$ cat config.mk
export PLATFORM = sky130hd
export DESIGN_NAME = link_drop_regs
export DESIGN_NICKNAME = d
export VERILOG_FILES = /design/src/link_drop_regs_pkg.sv /design/src/link_drop_regs.sv
export SDC_FILE = /design/constraint.sdc
export NUM_CORES = 2
export LEC_CHECK = 0
export ABC_AREA = 1
export BUFFER_PORTS_ARGS = -buffer_cell sky130_fd_sc_hd__buf_4
export CORE_ASPECT_RATIO = 1.75
export CORE_MARGIN = 4
export CORE_UTILIZATION = 45
export CTS_CLUSTER_DIAMETER = 100
export DETAILED_ROUTE_END_ITERATION = 8
export GPL_TIMING_DRIVEN = 0
export PLACE_DENSITY = 0.57
export SLEW_MARGIN = 40
export SYNTH_ARGS = -nofsm -noshare
export SYNTH_HDL_FRONTEND = slang
export SYNTH_SLANG_ARGS = --single-unit
$ cat constraint.sdc
create_clock -name clk_i -period 46.5 [get_ports clk_i]
set_clock_uncertainty 0.05 [all_clocks]
set_input_delay 2.325 -clock clk_i [delete_from_list [all_inputs] [get_ports clk_i]]
set_output_delay 2.325 -clock clk_i [all_outputs]
set_load 0.03 [all_outputs]
$ cat src/link_drop_regs_pkg.sv
// Register map, field layout and timing constants of the link drop
// and extended access register bank. Needs nothing else.
package link_drop_regs_pkg;

   // Register indices; byte address is four times the index
   localparam int unsigned REG_IDX_W = 6;
   localparam logic [REG_IDX_W-1:0] IDX_LINK_CONTROL_THREE      = 6'h0b;
   localparam logic [REG_IDX_W-1:0] IDX_EXTENDED_ACCESS_CONTROL = 6'h0d;
   localparam logic [REG_IDX_W-1:0] IDX_EXTENDED_ADDRESS_DATA   = 6'h0e;
   localparam logic [REG_IDX_W-1:0] IDX_LINK_DROP_CAUSE_STATUS  = 6'h0f;
   localparam logic [REG_IDX_W-1:0] IDX_IRQ_STATUS              = 6'h18;
   localparam logic [REG_IDX_W-1:0] IDX_IRQ_MASK                = 6'h19;

   // Link control three layout
   localparam logic [15:0] LCT_RESET    = 16'h1000;
   localparam logic [15:0] LCT_RW_MASK  = 16'hf7ff;
   localparam int unsigned LCT_EQ_ERR   = 12;
   localparam int unsigned LCT_DESCR    = 10;
   localparam int unsigned LCT_COEF0    = 9;
   localparam int unsigned LCT_POL      = 6;
   localparam int unsigned LCT_XOVER    = 5;
   localparam int unsigned LCT_RXERR    = 3;
   localparam int unsigned LCT_MLT3     = 2;
   localparam int unsigned LCT_SNR      = 1;
   localparam int unsigned LCT_ENERGY   = 0;

   // Extended access control layout
   localparam int unsigned EAC_CMD_HI   = 15;
   localparam int unsigned EAC_CMD_LO   = 14;
   localparam int unsigned EAC_DEV_HI   = 4;
   localparam logic [1:0] CMD_ADDRESS     = 2'h0;
   localparam logic [1:0] CMD_DATA        = 2'h1;
   localparam logic [1:0] CMD_DATA_INC_RW = 2'h2;
   localparam logic [1:0] CMD_DATA_INC_W  = 2'h3;
   localparam logic [4:0] DEV_VENDOR    = 5'h1f;
   localparam logic [4:0] DEV_MMD3      = 5'h03;
   localparam logic [4:0] DEV_MMD7      = 5'h07;
   localparam int unsigned NUM_SPACES   = 3;

   // Cause vector layout, shared by cause status and irq registers
   localparam int unsigned CAUSE_W      = 5;
   localparam int unsigned CAUSE_DESCR  = 4;
   localparam int unsigned CAUSE_RXERR  = 3;
   localparam int unsigned CAUSE_MLT3   = 2;
   localparam int unsigned CAUSE_SNR    = 1;
   localparam int unsigned CAUSE_ENERGY = 0;
   localparam int unsigned LDS_LSB      = 4;

   // Fast link down thresholds and window
   localparam int unsigned RXERR_LIMIT   = 32;
   localparam int unsigned MLT3_LIMIT    = 20;
   localparam int unsigned SNR_LIMIT     = 20;
   localparam int unsigned CNT_W         = 6;
   localparam int unsigned CLK_PERIOD_NS = 10;
   localparam int unsigned FLD_WINDOW_US = 10;
   localparam int unsigned WINDOW_CYCLES = (FLD_WINDOW_US * 1000) / CLK_PERIOD_NS;
   localparam int unsigned WIN_W         = $clog2(WINDOW_CYCLES);

endpackage : link_drop_regs_pkg

$ cat src/link_drop_regs.sv
// Link control three, extended register access and fast link down logic,
// reached over an Avalon-MM slave with waitrequest.
// Assumes event inputs come from PHY logic on clk_i; one master only.
//
// Implementation choice: register access over Avalon-MM.
`timescale 1ns/1ps

module link_drop_regs
   import link_drop_regs_pkg::*;
#(
   parameter int unsigned EXT_AW = 4
) (
   // Clock and reset
   input  wire logic                   clk_i,
   input  wire logic                   sys_rst_i,
   // Avalon-MM slave
   input  wire logic [REG_IDX_W+1:0]   address_i,
   input  wire logic                   read_i,
   input  wire logic                   write_i,
   input  wire logic [31:0]            writedata_i,
   input  wire logic [3:0]             byteenable_i,
   output logic      [31:0]            readdata_o,
   output logic                        waitrequest_o,
   // PHY datapath events
   input  wire logic                   rx_err_i,
   input  wire logic                   mlt3_viol_i,
   input  wire logic                   low_snr_i,
   input  wire logic                   energy_lost_i,
   input  wire logic                   descr_loss_i,
   // PHY datapath controls
   output logic                        eq_coef0_bypass_o,
   output logic                        eq_err_bypass_o,
   output logic                        polarity_swap_o,
   output logic                        crossover_swap_o,
   output logic                        port_mirror_o,
   output logic                        link_drop_o,
   // Interrupt
   output logic                        irq_o
);

   localparam int unsigned DEPTH   = 2 ** EXT_AW;
   localparam int unsigned SP_W    = 2;
   // Windowed counters: receive errors, coding violations, low SNR
   localparam int unsigned NUM_CNT = 3;

   logic [15:0]          lct_reg;
   logic [1:0]           cmd_reg;
   logic [4:0]           dev_reg;
   logic [15:0]          ext_addr_reg [NUM_SPACES];
   logic [15:0]          ext_mem      [NUM_SPACES * DEPTH];
   logic [CAUSE_W-1:0]   lds_reg;
   logic [CAUSE_W-1:0]   irq_stat_reg;
   logic [CAUSE_W-1:0]   irq_mask_reg;
   logic [31:0]          readdata_reg;
   logic                 wait_reg;
   logic [WIN_W-1:0]     win_cnt_reg;
   logic [CNT_W-1:0]     err_cnt_reg [NUM_CNT];
   logic                 energy_d_reg;
   logic                 descr_d_reg;
   logic                 mirror_reg;
   logic                 link_drop_reg;
   logic                 irq_reg;

   logic [REG_IDX_W-1:0] idx;
   logic                 ack;
   logic                 wr_ack;
   logic                 rd_ack;
   logic [SP_W:0]        sp_sel;
   logic [SP_W-1:0]      sp;
   logic                 sp_ok;
   logic [15:0]          cur_addr;
   logic [15:0]          cur_data;
   logic                 data_acc;
   logic                 post_inc;
   logic [NUM_CNT-1:0]   cnt_ev;
   logic [NUM_CNT-1:0]   cnt_en;
   logic [NUM_CNT-1:0]   cnt_hit;
   logic [CAUSE_W-1:0]   trig;
   logic                 win_end;

   // Byte lane merge of a 16-bit register
   function automatic logic [15:0] merge16(input logic [15:0] old_v,
                                           input logic [15:0] new_v,
                                           input logic [1:0]  be);
      merge16 = {be[1] ? new_v[15:8] : old_v[15:8], be[0] ? new_v[7:0] : old_v[7:0]};
   endfunction : merge16

   // Selector to space index; invalid selectors flagged
   function automatic logic [SP_W:0] space_of(input logic [4:0] dev);
      case (dev)
         DEV_VENDOR: space_of = {1'b1, 2'h0};
         DEV_MMD3:   space_of = {1'b1, 2'h1};
         DEV_MMD7:   space_of = {1'b1, 2'h2};
         default:    space_of = {1'b0, 2'h0};
      endcase
   endfunction : space_of

   // Threshold of each windowed counter
   function automatic logic [CNT_W-1:0] limit_of(input int unsigned i);
      case (i)
         0:       limit_of = CNT_W'(RXERR_LIMIT);
         1:       limit_of = CNT_W'(MLT3_LIMIT);
         default: limit_of = CNT_W'(SNR_LIMIT);
      endcase
   endfunction : limit_of

   assign idx      = address_i[REG_IDX_W+1:2];
   assign ack      = (read_i | write_i) & ~wait_reg;
   assign wr_ack   = ack & write_i;
   assign rd_ack   = ack & read_i;
   assign sp_sel   = space_of(dev_reg);
   assign sp       = sp_sel[SP_W-1:0];
   assign sp_ok    = sp_sel[SP_W];
   assign cur_addr = ext_addr_reg[sp];
   assign cur_data = ext_mem[32'(sp) * DEPTH + 32'(cur_addr[EXT_AW-1:0])];
   assign data_acc = sp_ok & (cmd_reg != CMD_ADDRESS) & (idx == IDX_EXTENDED_ADDRESS_DATA);
   // Increment after qualifying access, write or read by command
   assign post_inc = data_acc & ((cmd_reg == CMD_DATA_INC_RW & (wr_ack | rd_ack))
                               | (cmd_reg == CMD_DATA_INC_W & wr_ack));

   // Avalon handshake: one wait cycle, then a single acknowledge cycle
   always_ff @(posedge clk_i or posedge sys_rst_i) begin
      if (sys_rst_i) begin
         wait_reg <= 1'b1;
      end else if (ack) begin
         wait_reg <= 1'b1;
      end else if (read_i | write_i) begin
         wait_reg <= 1'b0;
      end
   end

   // Read data captured in the wait cycle, so that a read clear
   // drops exactly the cause bits that the master is handed
   always_ff @(posedge clk_i or posedge sys_rst_i) begin
      if (sys_rst_i) begin
         readdata_reg <= 32'h0;
      end else if (read_i & wait_reg) begin
         case (idx)
            IDX_LINK_CONTROL_THREE:      readdata_reg <= {16'h0, lct_reg};
            IDX_EXTENDED_ACCESS_CONTROL: readdata_reg <= {16'h0, cmd_reg, 9'h0, dev_reg};
            IDX_EXTENDED_ADDRESS_DATA: begin
               if (!sp_ok) begin
                  readdata_reg <= 32'h0;
               end else if (cmd_reg == CMD_ADDRESS) begin
                  readdata_reg <= {16'h0, cur_addr};
               end else begin
                  readdata_reg <= {16'h0, cur_data};
               end
            end
            IDX_LINK_DROP_CAUSE_STATUS:
               readdata_reg <= {16'h0, 7'h0, lds_reg, 4'h0};
            IDX_IRQ_STATUS:              readdata_reg <= {27'h0, irq_stat_reg};
            IDX_IRQ_MASK:                readdata_reg <= {27'h0, irq_mask_reg};
            default:                     readdata_reg <= 32'h0;
         endcase
      end
   end

   // Link control three
   always_ff @(posedge clk_i or posedge sys_rst_i) begin
      if (sys_rst_i) begin
         lct_reg <= LCT_RESET;
      end else if (wr_ack && idx == IDX_LINK_CONTROL_THREE) begin
         lct_reg <= merge16(lct_reg, writedata_i[15:0], byteenable_i[1:0]) & LCT_RW_MASK;
      end
   end

   // Extended access control
   always_ff @(posedge clk_i or posedge sys_rst_i) begin
      if (sys_rst_i) begin
         cmd_reg <= CMD_ADDRESS;
         dev_reg <= 5'h0;
      end else if (wr_ack && idx == IDX_EXTENDED_ACCESS_CONTROL) begin
         if (byteenable_i[1]) begin
            cmd_reg <= writedata_i[EAC_CMD_HI:EAC_CMD_LO];
         end
         if (byteenable_i[0]) begin
            dev_reg <= writedata_i[EAC_DEV_HI:0];
         end
      end
   end

   // Per-space address registers
   always_ff @(posedge clk_i or posedge sys_rst_i) begin
      if (sys_rst_i) begin
         for (int i = 0; i < NUM_SPACES; i++) begin
            ext_addr_reg[i] <= 16'h0;
         end
      end else if (wr_ack && sp_ok && cmd_reg == CMD_ADDRESS &&
                   idx == IDX_EXTENDED_ADDRESS_DATA) begin
         ext_addr_reg[sp] <= merge16(cur_addr, writedata_i[15:0], byteenable_i[1:0]);
      end else if (post_inc) begin
         ext_addr_reg[sp] <= cur_addr + 16'h1;
      end
   end

   // Extended register storage; command 01 writes without increment
   always_ff @(posedge clk_i or posedge sys_rst_i) begin
      if (sys_rst_i) begin
         for (int i = 0; i < NUM_SPACES * DEPTH; i++) begin
            ext_mem[i] <= 16'h0;
         end
      end else if (wr_ack && data_acc) begin
         ext_mem[32'(sp) * DEPTH + 32'(cur_addr[EXT_AW-1:0])] <=
            merge16(cur_data, writedata_i[15:0], byteenable_i[1:0]);
      end
   end

   // Ten microsecond interval timer
   assign win_end = (win_cnt_reg == WIN_W'(WINDOW_CYCLES - 1));

   always_ff @(posedge clk_i or posedge sys_rst_i) begin
      if (sys_rst_i) begin
         win_cnt_reg <= '0;
      end else if (win_end) begin
         win_cnt_reg <= '0;
      end else begin
         win_cnt_reg <= win_cnt_reg + WIN_W'(1);
      end
   end

   assign cnt_ev = {low_snr_i, mlt3_viol_i, rx_err_i};
   assign cnt_en = {lct_reg[LCT_SNR], lct_reg[LCT_MLT3], lct_reg[LCT_RXERR]};

   // Enabled event that reaches its threshold within the interval
   always_comb begin
      for (int i = 0; i < NUM_CNT; i++) begin
         cnt_hit[i] = cnt_en[i] & cnt_ev[i] & (err_cnt_reg[i] == limit_of(i) - CNT_W'(1));
      end
   end

   // Event counters, cleared each interval and after a trigger
   always_ff @(posedge clk_i or posedge sys_rst_i) begin
      if (sys_rst_i) begin
         for (int i = 0; i < NUM_CNT; i++) begin
            err_cnt_reg[i] <= '0;
         end
      end else begin
         for (int i = 0; i < NUM_CNT; i++) begin
            if (win_end || !cnt_en[i] || cnt_hit[i]) begin
               err_cnt_reg[i] <= '0;
            end else if (cnt_ev[i]) begin
               err_cnt_reg[i] <= err_cnt_reg[i] + CNT_W'(1);
            end
         end
      end
   end

   // Edge detect of level causes
   always_ff @(posedge clk_i or posedge sys_rst_i) begin
      if (sys_rst_i) begin
         energy_d_reg <= 1'b0;
         descr_d_reg  <= 1'b0;
      end else begin
         energy_d_reg <= energy_lost_i;
         descr_d_reg  <= descr_loss_i;
      end
   end

   assign trig[CAUSE_RXERR]  = cnt_hit[0];
   assign trig[CAUSE_MLT3]   = cnt_hit[1];
   assign trig[CAUSE_SNR]    = cnt_hit[2];
   assign trig[CAUSE_ENERGY] = lct_reg[LCT_ENERGY] & energy_lost_i & ~energy_d_reg;
   assign trig[CAUSE_DESCR]  = lct_reg[LCT_DESCR] & descr_loss_i & ~descr_d_reg;

   // Drop pulse and cause latch; a new cause beats a read clear
   always_ff @(posedge clk_i or posedge sys_rst_i) begin
      if (sys_rst_i) begin
         link_drop_reg <= 1'b0;
         lds_reg       <= '0;
      end else begin
         link_drop_reg <= |trig;
         if (rd_ack && idx == IDX_LINK_DROP_CAUSE_STATUS) begin
            lds_reg <= (lds_reg & ~readdata_reg[LDS_LSB+CAUSE_W-1:LDS_LSB]) | trig;
         end else begin
            lds_reg <= lds_reg | trig;
         end
      end
   end

   // Interrupt status, write one to clear; a new cause beats the clear
   always_ff @(posedge clk_i or posedge sys_rst_i) begin
      if (sys_rst_i) begin
         irq_stat_reg <= '0;
      end else if (wr_ack && idx == IDX_IRQ_STATUS && byteenable_i[0]) begin
         irq_stat_reg <= (irq_stat_reg & ~writedata_i[CAUSE_W-1:0]) | trig;
      end else begin
         irq_stat_reg <= irq_stat_reg | trig;
      end
   end

   // Interrupt mask
   always_ff @(posedge clk_i or posedge sys_rst_i) begin
      if (sys_rst_i) begin
         irq_mask_reg <= '0;
      end else if (wr_ack && idx == IDX_IRQ_MASK && byteenable_i[0]) begin
         irq_mask_reg <= writedata_i[CAUSE_W-1:0];
      end
   end

   // Mirroring needs both swaps at once
   always_ff @(posedge clk_i or posedge sys_rst_i) begin
      if (sys_rst_i) begin
         mirror_reg <= 1'b0;
      end else begin
         mirror_reg <= lct_reg[LCT_POL] & lct_reg[LCT_XOVER];
      end
   end

   // Level interrupt from unmasked status bits
   always_ff @(posedge clk_i or posedge sys_rst_i) begin
      if (sys_rst_i) begin
         irq_reg <= 1'b0;
      end else begin
         irq_reg <= |(irq_stat_reg & irq_mask_reg);
      end
   end

   assign readdata_o        = readdata_reg;
   assign waitrequest_o     = wait_reg;
   assign eq_coef0_bypass_o = lct_reg[LCT_COEF0];
   assign eq_err_bypass_o   = lct_reg[LCT_EQ_ERR];
   assign polarity_swap_o   = lct_reg[LCT_POL];
   assign crossover_swap_o  = lct_reg[LCT_XOVER];
   assign port_mirror_o     = mirror_reg;
   assign link_drop_o       = link_drop_reg;
   assign irq_o             = irq_reg;

endmodule : link_drop_regs

==> results_dict.tcl <==
set metrics [dict create \
    outcome "completed" \
    finalSetupViolations 0 \
    yosys.area_share.simple 0.358 \
    drt_drc_violations_left 0 \
    max_freq_mhz 192 \
    floorplan.die_area_sq_um 109000 \
    synth_warnings 0 \
    report.final.slew_viol_count 0 \
    post_synth_xor_area_fraction 0.000942 \
    avgViaCountPerCell 5.39 \
    max_slew.worst_pin.slew_ns 0.896 \
    route.detailed.wl_per_inst_um 24.8 \
    num_vias 43603 \
    final_design_area_no_fill_sq_um 52100 \
    synth_area_per_inst_sq_um 7.15 \
    critical_path.max_fanout 10 \
    layout_worst_path_cycle_share 0.112 \
    final_layout_size_suffix_gt1_frac 0.0947 \
    power_leakage_nw 28.1 \
    cts.repair_timing.setup_buffer_count 0 \
    crit_path_cell_trace "buf_4 > inv_1 > a21oi_1 > inv_1 > nor2_1 > nand4_1 > buf_2 > nor3_2 > inv_1 > clkbuf_1 > nand2_1 > nand2_1" \
    cts_repair_resize_count 0 \
    postSynth.asyncResetShare 1.00 \
    post-synth-top-area-cell "sky130_fd_sc_hd__dfrtp_1" \
    final_layout_worst_hold_slack_ns 0.413 \
    slew_headroom 0.402 \
    ys_seq_area_frac 0.486 \
    max_stage_delay_ns 0.65 \
    end_kind "flip-flop" \
    dominant_synthesized_flop_cell "sky130_fd_sc_hd__dfrtp_1" \
    pre_cts_slack_ns 40.68 \
    path_common_cell "sky130_fd_sc_hd__inv_1" \
    fill_cells 10384 \
    synth_edf_count 0 \
    die_x_um 251 \
    path_class "in2reg" \
    drtIter0Drc 4534 \
    cts_tree "done" \
    grt_setup_unrepaired "false" \
    final.min_clock_period_ns 5.21 \
    critical_path_arrival_ns 5.77 \
    fp.coreArea_sq_um 102000 \
    groute.layer.met2.usage 0.615 \
    finalHoldViolCount 0 \
    finalWeightedCongestion 1.06 \
    cts_htree_levels 3 \
    detailed_place_hpwl_um 149000 \
    track_usage 0.365 \
    largest_reg_flops 768 \
    layout-area-overhead-vs-synth_pct 12.0 \
    initial_core_util 0.455 \
    placed_area_sq_um 49100 \
    yosys-top-cells-area "sky130_fd_sc_hd__dfrtp_1 (49%), sky130_fd_sc_hd__nand2_1 (28%), sky130_fd_sc_hd__o21ai_0 (4.6%)" \
    synth-compound-area-share 0.0603 \
    setup_slack_ns 41.29 \
    synth_adder_area_share 0.00135 \
    pin_count_of_the_biggest_net_entering_global_routing 77 \
    number_of_hold_buffers_added_after_cts 0 \
    grt-ovfl-total 0 \
    timing.critical_path.from_type "input port" \
    io_buffer_count 55 \
    fraction_of_met3_tracks_used_by_global_routing 0.0625 \
    post_synth_instance_area_sq_um 46500 \
    timing.hold.worst.class "reg2reg" \
    met1_grt_util 0.388 \
    muxShareOfSynthArea 0.000485 \
    detail-route-antenna-nets 0 \
    synth_top_family_by_area "simple AND/OR/NAND/NOR gates" \
    p_per_area_nw_per_um2 40.5 \
    worst_setup_hold_path_clk_slew_ns 0.06 \
    worst_path_max_delay_cell "sky130_fd_sc_hd__nor3_2" \
    vias_in_the_first_global_route 43049 \
    cts.sink_count 903 \
    max-cap-violations 0 \
    grt_antenna_before_repair 9 \
    clock_insertion_delay_at_the_later_pin_of_the_skew_report_ns 0.74 \
    netlist.area_leader.share 0.485 \
    die_h_um 433 \
    boundaryPins 93 \
    register_bit_count_reported_by_yosys 903 \
    totalNegativeSetupSlack_ns 0 \
    max-vdd-ir-drop_v 0.0000331 \
    cts-root-to-sink-buffers 3 \
    distinct_cell_type_count_of_the_synthesized_netlist 49 \
    numnets_final 6735 \
    globalRoute.busiestLayer "met2" \
    syn-instance-count 6499 \
    required_ns 47.05 \
    routed_wirelength_um 200000 \
    cts_root_buffer_type "sky130_fd_sc_hd__clkbuf_16" \
    rows 155 \
    numCtsBuffers 90 \
    global_route_wire_length_before_repair_um 289000 \
    drtPass1Iterations 6 \
]
[cell usage in the layout (no fill, tap or decap), types with 11 or more instances in the layout]
master / synthesis / routed
sky130_fd_sc_hd__nor2_2: 21 / 21
sky130_fd_sc_hd__nor3_2: 13 / 11
sky130_fd_sc_hd__nor3_4: 20 / 23
sky130_fd_sc_hd__buf_1: 18 / 12
sky130_fd_sc_hd__o21ai_1: 27 / 27
sky130_fd_sc_hd__inv_2: 35 / 35
sky130_fd_sc_hd__nand3_1: 177 / 177
sky130_fd_sc_hd__inv_1: 517 / 516
sky130_fd_sc_hd__buf_2: 165 / 173
sky130_fd_sc_hd__dfrtp_1: 901 / 901
sky130_fd_sc_hd__clkbuf_16: 0 / 90
sky130_fd_sc_hd__buf_16: 0 / 14
sky130_fd_sc_hd__nand3b_1: 20 / 20
sky130_fd_sc_hd__nand4_1: 84 / 84
sky130_fd_sc_hd__nor2_1: 225 / 225
sky130_fd_sc_hd__buf_6: 53 / 53
sky130_fd_sc_hd__conb_1: 1 / 16
sky130_fd_sc_hd__a21oi_1: 44 / 43
sky130_fd_sc_hd__clkbuf_1: 92 / 100
sky130_fd_sc_hd__clkbuf_8: 0 / 22
sky130_fd_sc_hd__nor3_1: 23 / 22
sky130_fd_sc_hd__nand2_1: 3478 / 3478
sky130_fd_sc_hd__o22ai_1: 11 / 11
sky130_fd_sc_hd__clkinv_2: 0 / 21
sky130_fd_sc_hd__buf_4: 47 / 102
sky130_fd_sc_hd__o21ai_0: 431 / 431
[area by class of cell]
class / instances / area (sq um) / share of cell area
clock buffers: 125 / 2600 / 0.0500
plain buffers: 376 / 2210 / 0.0424
repair buffers: 71 / 808 / 0.0155
flip-flops and latches: 903 / 22600 / 0.434
well taps: 1334 / 1670 / 0.0321
diodes: 6 / 15.0 / 0.000288
clock inverters: 35 / 375 / 0.00721
multi-input cells: 4675 / 19700 / 0.378
inverters: 560 / 2130 / 0.0409
[Yosys cell counts, drive strengths merged (3+ instances only)]
cell type     n
inv         558
o22ai        11
a22oi         4
or2           7
buf         283
nor2        256
o21ai       458
nor3         56
nand3b       21
clkbuf       93
a221oi        7
a211oi        3
o221ai        5
dfrtp       901
nand2      3489
nor4          4
ha            5
o31ai         3
nand3       187
xor2          5
a21oi        44
nand4        84
[worst max-delay path, delay by kind of cell]
| family | cells | cell delay [ns] |
|---|---|---|
| compound gates | 1 | 0.19 |
| buf+inv | 6 | 1.48 |
| simple gates | 5 | 1.74 |
[routing by layer]
metal  vias up  wire length [um]
li1      20176                 -
met1     20712             67600
met2      1957             96400
met3       754             13400
met4         4             23100
met5         -                25
[where the power goes]
group          internal, mW  total [mW]  switching (mW)
Sequential            0.790       0.794         0.00354
Combinational         0.117       0.549           0.432
Clock                 0.425       0.767           0.342
[path summary, 6_finish.rpt]
path | cells past startpoint | start | end | slack, ns
worst max-delay path | 12 | write_i | ext_mem[386]$_DFFE_PP0P_ | 41.29
worst min-delay path | 1 | win_cnt_reg[0]$_DFF_PP0_ | win_cnt_reg[0]$_DFF_PP0_ | 0.41
worst max register to register | 19 | dev_reg[4]$_DFFE_PP0P_ | ext_mem[401]$_DFFE_PP0P_ | 41.41
worst min register to register | 1 | win_cnt_reg[0]$_DFF_PP0_ | win_cnt_reg[0]$_DFF_PP0_ | 0.41
max in group asynchronous | 7 | sys_rst_i | ext_mem[282]$_DFFE_PP0P_ | 42.64
min in group asynchronous | 2 | sys_rst_i | ext_addr_reg[45]$_DFFE_PP0P_ | 1.61
[stage by stage]
stage | power, mW | instances | utilization
after floorplan | 1.08 | 6514 | -
after global placement | 1.34 | 7903 | 0.476
after detailed placement | 1.34 | 7919 | 0.480
after CTS | 2.10 | 8079 | 0.509
after global routing | 2.16 | 8079 | 0.509
final | 2.11 | 8085 | 0.509
[kinds of logic after synthesis]
kind of cell               Yosys count
AOI/OAI and AO/OA                  540
xor gates and xnor gates             5
adders and majority gates            5
buffers and inverters              936
DFF                                903
muxes                                2
other                                1
and+or+nand+nor                   4107
(Power assumes the default switching activity.)
